### src/core/dcb_pkg.sv
// Package for the DMA setup and byte counter block
// Assumes a byte-wide register port with byte offsets as addresses
package dcb_pkg;
    // ==========================================
    // Register map
    localparam logic [7:0] CNT_B1_OFS = 8'h34;
    localparam logic [7:0] CNT_B2_OFS = 8'h35;
    localparam logic [7:0] CNT_B3_OFS = 8'h36;
    localparam logic [7:0] CNT_B4_OFS = 8'h37;
    localparam logic [7:0] SETUP_LO_OFS = 8'h38;
    localparam logic [7:0] SETUP_HI_OFS = 8'h39;
    localparam logic [7:0] CTRL_OFS = 8'h3A;
    localparam logic [7:0] STAT_OFS = 8'h3B;
    // ==========================================
    // Field positions of the setup register
    localparam int SKIP_READY_BIT = 14;
    localparam int ATA_PATH_BIT = 13;
    localparam int TIMING_LSB = 11;
    localparam int PIO_LSB = 8;
    localparam int BYPASS_BIT = 7;
    localparam int BURST_LSB = 4;
    localparam int STROBE_LSB = 2;
    localparam int WIDTH_BIT = 0;
    localparam logic [15:0] SETUP_RW_MASK = 16'h7FFD;
    localparam logic [15:0] SETUP_RESET = 16'h0001;
    localparam logic [31:0] COUNT_RESET = 32'h00000000;
    localparam logic [2:0] PIO_MAX = 3'h4;
    localparam logic [1:0] STROBE_ACK_BOTH = 2'h2;
    localparam logic [1:0] STROBE_RESERVED = 2'h3;
    localparam int FIFO_DEPTH = 4;
    localparam int DATA_W = 16;

    typedef struct packed {
        logic skip_ready_wait;
        logic ata_path_select;
        logic [1:0] dma_timing;
        logic [2:0] programmed_io_timing;
        logic counter_bypass;
        logic [2:0] burst;
        logic [1:0] strobe_assign;
        logic bus_wide;
    } dcb_cfg_s;

    typedef enum logic [2:0] {
        ST_IDLE = 3'b001,
        ST_REQ = 3'b010,
        ST_GAP = 3'b100
    } dcb_state_e;
endpackage

### src/core/dcb_fifo.sv
// FIFO on the data path between the DMA bus and the endpoint side
// Assumes one clock; both sides use valid and ready
`timescale 1ns/1ps
module dcb_fifo #(
    parameter int WIDTH = 16,
    parameter int DEPTH = 4
) (
    input wire logic clk,
    input wire logic resetn,
    input wire logic in_valid,
    output logic in_ready,
    input wire logic [WIDTH-1:0] in_data,
    output logic out_valid,
    input wire logic out_ready,
    output logic [WIDTH-1:0] out_data
);
    localparam int AW = $clog2(DEPTH);
    logic [WIDTH-1:0] mem [DEPTH];
    logic [AW-1:0] wr_ptr;
    logic [AW-1:0] rd_ptr;
    logic [AW:0] fill;
    wire push = in_valid && in_ready;
    wire pop = out_valid && out_ready;
    assign in_ready = fill < (AW+1)'(DEPTH);
    assign out_valid = fill != '0;
    assign out_data = mem[rd_ptr];
    always_ff @(posedge clk) begin
        if (push) begin
            mem[wr_ptr] <= in_data;
        end
    end
    always_ff @(posedge clk or negedge resetn) begin
        if (!resetn) begin
            wr_ptr <= '0;
            rd_ptr <= '0;
            fill <= '0;
        end else begin
            if (push) begin
                wr_ptr <= wr_ptr + 1'b1;
            end
            if (pop) begin
                rd_ptr <= rd_ptr + 1'b1;
            end
            fill <= fill + (AW+1)'(push) - (AW+1)'(pop);
        end
    end
endmodule

### src/core/dcb_core.sv
// DMA setup register and transfer byte counter with generic slave request pacing
// Assumes a byte register port; DMA pins are asynchronous and pass two flip-flops, ready_pin three
//
// Overview of operation
// - Byte count is 32 bits, byte one lowest.
// - Two-byte setup register configures the DMA core.
// - Bit 14 ignores ready input in UDMA.
// - Timing values 0-2 select modes 0-2.
// - Timing value 3 selects MDMA programmable strobes in master mode.
// - Bits 10:8 select Programmed_io_timing 0-4.
// - Bit 7 bypasses counter, generic slave only.
// - Burst 0 holds request until end/FIFO limit.
// - Burst 1-7 pulses request per group.
// - Counter loads when top byte is written.
// - Request only with FIFO room for inbound data.
// - Acknowledge-both strobing needs the 16-bit bus.
// - Bit 0 selects 8 or 16-bit bus.
`timescale 1ns/1ps
module dcb_core (
    input wire logic clk,
    input wire logic resetn,
    input wire logic bus_reset,
    input wire logic [7:0] reg_addr,
    input wire logic [7:0] reg_wdata,
    input wire logic reg_wr,
    input wire logic reg_rd,
    output logic [7:0] reg_rdata,
    input wire logic master_mode,
    input wire logic udma_active,
    input wire logic ready_pin,
    input wire logic ack_pin,
    input wire logic eot_pin,
    input wire logic [15:0] bus_data_in,
    output logic dma_req,
    output logic xfer_done,
    output logic ready_ok,
    output logic [1:0] dma_timing,
    output logic [2:0] programmed_io_timing,
    output logic strobe_table_en,
    output logic ata_path_select,
    output logic [1:0] strobe_assign,
    output logic bus_wide,
    output logic data_valid,
    input wire logic data_ready,
    output logic [15:0] data_out
);
    import dcb_pkg::*;

    // ==========================================
    // Registers and decode
    logic [15:0] setup;
    logic [31:0] count_shadow;
    logic [31:0] dma_byte_count;
    logic counter_live;
    logic [15:0] next_setup;
    dcb_cfg_s cfg;
    dcb_state_e state;
    logic [5:0] group_cnt;
    logic [2:0] ready_sync;
    logic [2:0] ack_sync;
    logic [1:0] eot_sync;
    logic [7:0] next_rdata;
    logic done_flag;

    function automatic logic hit(input logic [7:0] a, input logic [7:0] ofs);
        hit = a == ofs;
    endfunction

    function automatic logic [5:0] burst_len(input logic [2:0] b);
        case (b)
            3'h1: burst_len = 6'h01;
            3'h2: burst_len = 6'h02;
            3'h3: burst_len = 6'h04;
            3'h4: burst_len = 6'h08;
            3'h5: burst_len = 6'h0C;
            3'h6: burst_len = 6'h10;
            3'h7: burst_len = 6'h20;
            default: burst_len = 6'h00;
        endcase
    endfunction

    assign cfg = '{skip_ready_wait: setup[SKIP_READY_BIT], ata_path_select: setup[ATA_PATH_BIT],
        dma_timing: setup[TIMING_LSB +: 2], programmed_io_timing: setup[PIO_LSB +: 3],
        counter_bypass: setup[BYPASS_BIT], burst: setup[BURST_LSB +: 3],
        strobe_assign: setup[STROBE_LSB +: 2], bus_wide: setup[WIDTH_BIT]};

    wire wr_lo = reg_wr && hit(reg_addr, SETUP_LO_OFS);
    wire wr_hi = reg_wr && hit(reg_addr, SETUP_HI_OFS);
    wire [15:0] wr_word = wr_lo ? {setup[15:8], reg_wdata} : {reg_wdata, setup[7:0]};
    // Reserved setup bits never store
    assign next_setup = (wr_lo || wr_hi) ? (wr_word & SETUP_RW_MASK) : setup;

    // Counter bypass only counts in generic slave mode
    wire count_bypassed = cfg.counter_bypass && !master_mode;
    wire ready_in = ready_sync[2];
    wire ack_rise = ack_sync[1] && !ack_sync[2];
    wire eot_seen = eot_sync[1];
    wire fifo_in_ready;
    wire beat = ack_rise && fifo_in_ready;
    wire [31:0] beat_bytes = cfg.bus_wide ? 32'h00000002 : 32'h00000001;
    wire count_hits_zero = counter_live && !count_bypassed && (dma_byte_count <= beat_bytes);
    wire [5:0] group_len = burst_len(cfg.burst);
    // Request needs FIFO room for inbound data
    wire can_req = fifo_in_ready && !done_flag;
    wire group_end = (cfg.burst != 3'h0) && beat && (group_cnt + 6'h01 >= group_len);

    // ==========================================
    // Read mux
    always_comb begin
        next_rdata = 8'h00;
        case (reg_addr)
            CNT_B1_OFS: next_rdata = dma_byte_count[7:0];
            CNT_B2_OFS: next_rdata = dma_byte_count[15:8];
            CNT_B3_OFS: next_rdata = dma_byte_count[23:16];
            CNT_B4_OFS: next_rdata = dma_byte_count[31:24];
            SETUP_LO_OFS: next_rdata = setup[7:0];
            SETUP_HI_OFS: next_rdata = setup[15:8];
            STAT_OFS: next_rdata = {5'h00, counter_live, state == ST_REQ, done_flag};
            default: next_rdata = 8'h00;
        endcase
    end

    // ==========================================
    // Setup register and read data
    always_ff @(posedge clk or negedge resetn) begin
        if (!resetn) begin
            setup <= SETUP_RESET;
            reg_rdata <= 8'h00;
        end else if (bus_reset) begin
            setup <= SETUP_RESET;
            reg_rdata <= 8'h00;
        end else begin
            setup <= next_setup;
            reg_rdata <= reg_rd ? next_rdata : 8'h00;
        end
    end

    // ==========================================
    // Byte counter
    always_ff @(posedge clk or negedge resetn) begin
        if (!resetn) begin
            count_shadow <= COUNT_RESET;
            dma_byte_count <= COUNT_RESET;
            counter_live <= 1'b0;
            done_flag <= 1'b0;
        end else if (bus_reset) begin
            count_shadow <= COUNT_RESET;
            dma_byte_count <= COUNT_RESET;
            counter_live <= 1'b0;
            done_flag <= 1'b0;
        end else begin
            if (reg_wr && hit(reg_addr, CNT_B1_OFS)) count_shadow[7:0] <= reg_wdata;
            if (reg_wr && hit(reg_addr, CNT_B2_OFS)) count_shadow[15:8] <= reg_wdata;
            if (reg_wr && hit(reg_addr, CNT_B3_OFS)) count_shadow[23:16] <= reg_wdata;
            if (reg_wr && hit(reg_addr, CNT_B4_OFS)) begin
                // Only the top byte arms the counter
                dma_byte_count <= {reg_wdata, count_shadow[23:0]};
                counter_live <= 1'b1;
                done_flag <= 1'b0;
            end else if (beat && counter_live && !count_bypassed) begin
                dma_byte_count <= count_hits_zero ? 32'h00000000 : dma_byte_count - beat_bytes;
                if (count_hits_zero) begin
                    counter_live <= 1'b0;
                    done_flag <= 1'b1;
                end
            end else if (beat && count_bypassed && eot_seen) begin
                done_flag <= 1'b1;
            end
        end
    end

    // ==========================================
    // Request pacing
    always_ff @(posedge clk or negedge resetn) begin
        if (!resetn) begin
            state <= ST_IDLE;
            group_cnt <= 6'h00;
        end else if (bus_reset) begin
            state <= ST_IDLE;
            group_cnt <= 6'h00;
        end else begin
            case (state)
                ST_IDLE: begin
                    group_cnt <= 6'h00;
                    if (can_req && (counter_live || count_bypassed) && !master_mode) state <= ST_REQ;
                end
                ST_REQ: begin
                    if (!can_req || count_hits_zero && beat) begin
                        state <= ST_IDLE;
                    end else if (group_end) begin
                        state <= ST_GAP;
                        group_cnt <= 6'h00;
                    end else if (beat) begin
                        group_cnt <= group_cnt + 6'h01;
                    end
                end
                ST_GAP: state <= ST_IDLE;
                default: state <= ST_IDLE;
            endcase
        end
    end

    // ==========================================
    // Synchronisers and registered outputs
    always_ff @(posedge clk or negedge resetn) begin
        if (!resetn) begin
            ready_sync <= 3'h0;
            ack_sync <= 3'h0;
            eot_sync <= 2'h0;
            dma_req <= 1'b0;
            xfer_done <= 1'b0;
            ready_ok <= 1'b0;
            dma_timing <= 2'h0;
            programmed_io_timing <= 3'h0;
            strobe_table_en <= 1'b0;
            ata_path_select <= 1'b0;
            strobe_assign <= 2'h0;
            bus_wide <= 1'b1;
        end else begin
            ready_sync <= {ready_sync[1:0], ready_pin};
            ack_sync <= {ack_sync[1:0], ack_pin};
            eot_sync <= {eot_sync[0], eot_pin};
            dma_req <= state == ST_REQ;
            xfer_done <= done_flag;
            // Ready wait is skipped only in UDMA
            ready_ok <= (cfg.skip_ready_wait && udma_active) || ready_in;
            dma_timing <= cfg.dma_timing;
            strobe_table_en <= (cfg.dma_timing == 2'h3) && master_mode;
            // Reserved PIO codes clamp to the slowest safe mode
            programmed_io_timing <= (cfg.programmed_io_timing > PIO_MAX) ? 3'h0 : cfg.programmed_io_timing;
            ata_path_select <= cfg.ata_path_select;
            // Acknowledge-both falls back on an 8-bit bus
            strobe_assign <= (cfg.strobe_assign == STROBE_RESERVED) ||
                (cfg.strobe_assign == STROBE_ACK_BOTH && !cfg.bus_wide) ? 2'h0 : cfg.strobe_assign;
            bus_wide <= cfg.bus_wide;
        end
    end

    // ==========================================
    // Data buffer
    dcb_fifo #(.WIDTH(DATA_W), .DEPTH(FIFO_DEPTH)) u_fifo (
        .clk(clk),
        .resetn(resetn),
        .in_valid(beat),
        .in_ready(fifo_in_ready),
        .in_data(bus_data_in),
        .out_valid(data_valid),
        .out_ready(data_ready),
        .out_data(data_out)
    );
endmodule

### config.mk
export PLATFORM = sky130hd
export DESIGN_NAME = dcb_core
export DESIGN_NICKNAME = d
export VERILOG_FILES = /design/src/core/dcb_pkg.sv /design/src/core/dcb_fifo.sv /design/src/core/dcb_core.sv
export SDC_FILE = /design/constraint.sdc
export NUM_CORES = 1
export LEC_CHECK = 0
export ABC_AREA = 0
export BUFFER_PORTS_ARGS = -buffer_cell sky130_fd_sc_hd__buf_2
export CAP_MARGIN = 20
export CORE_UTILIZATION = 39
export CTS_BUF_LIST = sky130_fd_sc_hd__clkbuf_4 sky130_fd_sc_hd__clkbuf_8
export CTS_CLUSTER_DIAMETER = 200
export DETAILED_ROUTE_END_ITERATION = 10
export PLACE_DENSITY = 0.59
export SLEW_MARGIN = 20
export SYNTH_ARGS = -nofsm -noshare
export SYNTH_HDL_FRONTEND = slang
export SYNTH_SLANG_ARGS = --single-unit
### constraint.sdc
create_clock -name clk -period 3.13 [get_ports clk]
set_input_delay 0.939 -clock clk [delete_from_list [all_inputs] [get_ports clk]]
set_output_delay 0.939 -clock clk [all_outputs]
set_load 0.01 [all_outputs]
==> impl_metrics.tcl <==
set metrics [dict create \
    numClockSinks 181 \
    seq_area_um2 4853 \
    synthCells 720 \
    synthArstFlopShare_pct 64.64 \
    fin_tns_setup_ps 0 \
    max-clock-path-buffers 2 \
    yosysWarnings 0 \
    nNetsFinal 877 \
    core_area_um2 21150 \
    drive_gt1_share_pct 22.41 \
    critical_path_required_ps 3480 \
    slew_viol_final 0 \
    wl_per_cell_um 19.37 \
    postPlaceCellArea_um2 9368 \
    layout_commonest_cell "dfrtp_1" \
    postCtsHoldBufs 0 \
    hp-class "flop to flop" \
    vdd_drop_max_mv 0.3111 \
    syn_area_per_cell_um2 11.78 \
    rows 53 \
    area_growth_pct 15.12 \
    setup_viol 0 \
    overflow 0 \
    finalWorstSetupSlack_ps 119.8 \
    synth_edf_count 64 \
    cpMostUsedCell "inv_1" \
    grt_usage_pct 20.04 \
    crit_buf_inv 2 \
    portBuffers 80 \
    post-route-util_pct 46.16 \
    ys_types 70 \
    grt_pass1_wl_um 33510 \
    drt_iter0_drc 536 \
    fin_skew_ps 14.49 \
    hold_viol 0 \
    clkTransAtPathRegs_ps 90 \
    cts_buffers 17 \
    clock_latency_ps 460 \
    h-tree-depth 4 \
    synth_fp_nets 780 \
    worstPathMaxFanout 17 \
    num_vias 6228 \
    power_density_nw_per_um2 675.8 \
    worst_pin_slew_ps 1008 \
    pin_count 81 \
    drc 0 \
    die_width_um 149.5 \
    status "finished, final reports clean" \
    fillCellCount 1967 \
    antennaDiodeCount 0 \
    die_height_um 149.5 \
    dp_slack_ps 49.33 \
    synthFlopType "dfrtp_1" \
    path_delay_family "compound AO/OA/AOI/OAI gates" \
    synth_seq_cells 181 \
    finalWirelength_um 21400 \
    cts_tree "done" \
    slowest_stage "a2111oi_1" \
    design_area_um2 9764 \
    synth_seq_area_share_pct 57.22 \
    ant_nets 0 \
    critPathArrivalTime_ps 3360 \
    first_global_vias 5962 \
    path_cells "inv_1, ha_1, inv_1, fa_1, a2111oi_1, and4_4, or2b_4, nor3_1, a221o_1" \
    worstSetupEndpointType "flop" \
    ctsRootBufferMaster "clkbuf_8" \
    vias_per_cell 5.636 \
    multiInputGateArea_um2 3387 \
    period_share_pct 96.17 \
    start_util_pct 40.10 \
    drv_cap 0 \
    p_leak_nw 4.079 \
    grt_antenna_before_repair 0 \
    grt_max_degree 42 \
    fmax_mhz 332.2 \
    final_cell_mix "dfrtp_1 (114), buf_2 (79), nand2_1 (73)" \
    cp-start-kind "flop" \
    firstDrtPassIters 5 \
    die_area_um2 22340 \
    crit_type "flop to flop" \
    gp_congestion 0.9212 \
    dp_hpwl_um 15160 \
    slowest_delay_ps 520 \
    maxSlewHeadroom_pct 32.61 \
    syn_area_um2 8482 \
    post-route-min-period_ps 3010 \
]
[per-layer routing]
metal  global-route usage (%)  part of all wire (%)
met4                    7.194                   2.1
met1                    27.74                    45
met2                    31.41                    47
met3                    3.720                   6.4
met5                        0                     0
[state kept, by name (all words and copies together), names as in the netlist, 2 cells and up]
register	cells
u_fifo.mem	64
dma_byte_count	32
count_shadow	24
setup	14
reg_rdata	8
group_cnt	6
ack_sync	3
programmed_io_timing	3
ready_sync	3
state	3
u_fifo.fill	3
dma_timing	2
eot_sync	2
strobe_assign	2
u_fifo.rd_ptr	2
u_fifo.wr_ptr	2
[cells in the mapped netlist, types with 6 or more instances]
library cell / count / area share (%)
a32oi_1: 9 / 0.93
mux4_2: 23 / 6.1
a22o_1: 8 / 0.83
and2_1: 9 / 0.66
xnor2_1: 6 / 0.62
a221o_1: 8 / 0.94
ha_1: 15 / 2.2
nand4_1: 6 / 0.44
nand3_1: 28 / 1.7
a22oi_1: 11 / 0.97
xor2_1: 6 / 0.62
edfxtp_1: 64 / 23
o22ai_1: 10 / 0.74
nor2b_1: 8 / 0.59
inv_1: 25 / 1.1
dfrtp_1: 114 / 34
mux2i_1: 17 / 2.0
a21oi_1: 53 / 3.1
nor3_1: 14 / 0.83
nor4_1: 9 / 0.66
or3_1: 7 / 0.52
nor3b_1: 8 / 0.71
nand2_1: 73 / 3.2
clkbuf_1: 28 / 1.2
o21ai_0: 22 / 1.3
nor2_1: 56 / 2.5
[through the flow]
stage / instances / total power, W / hold slack [ps]
after global routing: 1105 / 0.006950 / 369.0
after global placement: 1071 / 0.005051 / 333.3
after floorplan: 720 / 0.004316 / 331.2
after detailed placement: 1071 / 0.005087 / 335.8
after CTS: 1103 / 0.006630 / 358.0
final: 1105 / 0.006599 / 354.3
[power by group]
part | internal [W] | switching, W | total (W)
clock network | 0.000650 | 0.000889 | 0.00154
logic | 0.000939 | 0.00116 | 0.00210
registers | 0.00269 | 0.000267 | 0.00296
[repair_timing]
| item | CTS | global route |
|---|---|---|
| resized for setup | 0 | 3 |
| buffers inserted | 0 | 2 |
| setup endpoints to repair | 0 | 29 |
[path summary, 6_finish.rpt]
check	from	to	slack, ps	depth (start not counted)
max	setup[0]$_DFFE_PN1P_	dma_byte_count[22]$_DFFE_PN0P_	120	9
min	ack_sync[0]$_DFF_PN0_	ack_sync[1]$_DFF_PN0_	350	0
max reg2reg	setup[0]$_DFFE_PN1P_	dma_byte_count[22]$_DFFE_PN0P_	120	9
min reg2reg	ack_sync[0]$_DFF_PN0_	ack_sync[1]$_DFF_PN0_	350	0
max in group asynchronous	resetn	state[0]$_DFFE_PN1P_	2040	2
min in group asynchronous	resetn	ack_sync[1]$_DFF_PN0_	440	1
[cell families after synthesis]
kind of cell	count (synthesis)	share of synthesized area, %
AND/OR/NAND/NOR	251	15.37
XOR/XNOR	12	1.239
multiplexers	41	8.246
adder cells (fa/ha/maj)	17	2.685
AO/OA/AOI/OAI	157	12.29
flip-flops	181	57.22
buffers and inverters	61	2.950
[area by class of cell]
type,count,area share [%]
clock buffers,17,2.396
multi-input cells,478,34.69
repair buffers,114,7.253
inverters,25,0.9610
flip-flops and latches,181,49.71
well taps,275,3.524
clock inverters,15,1.474
(Power assumes the default switching activity.)
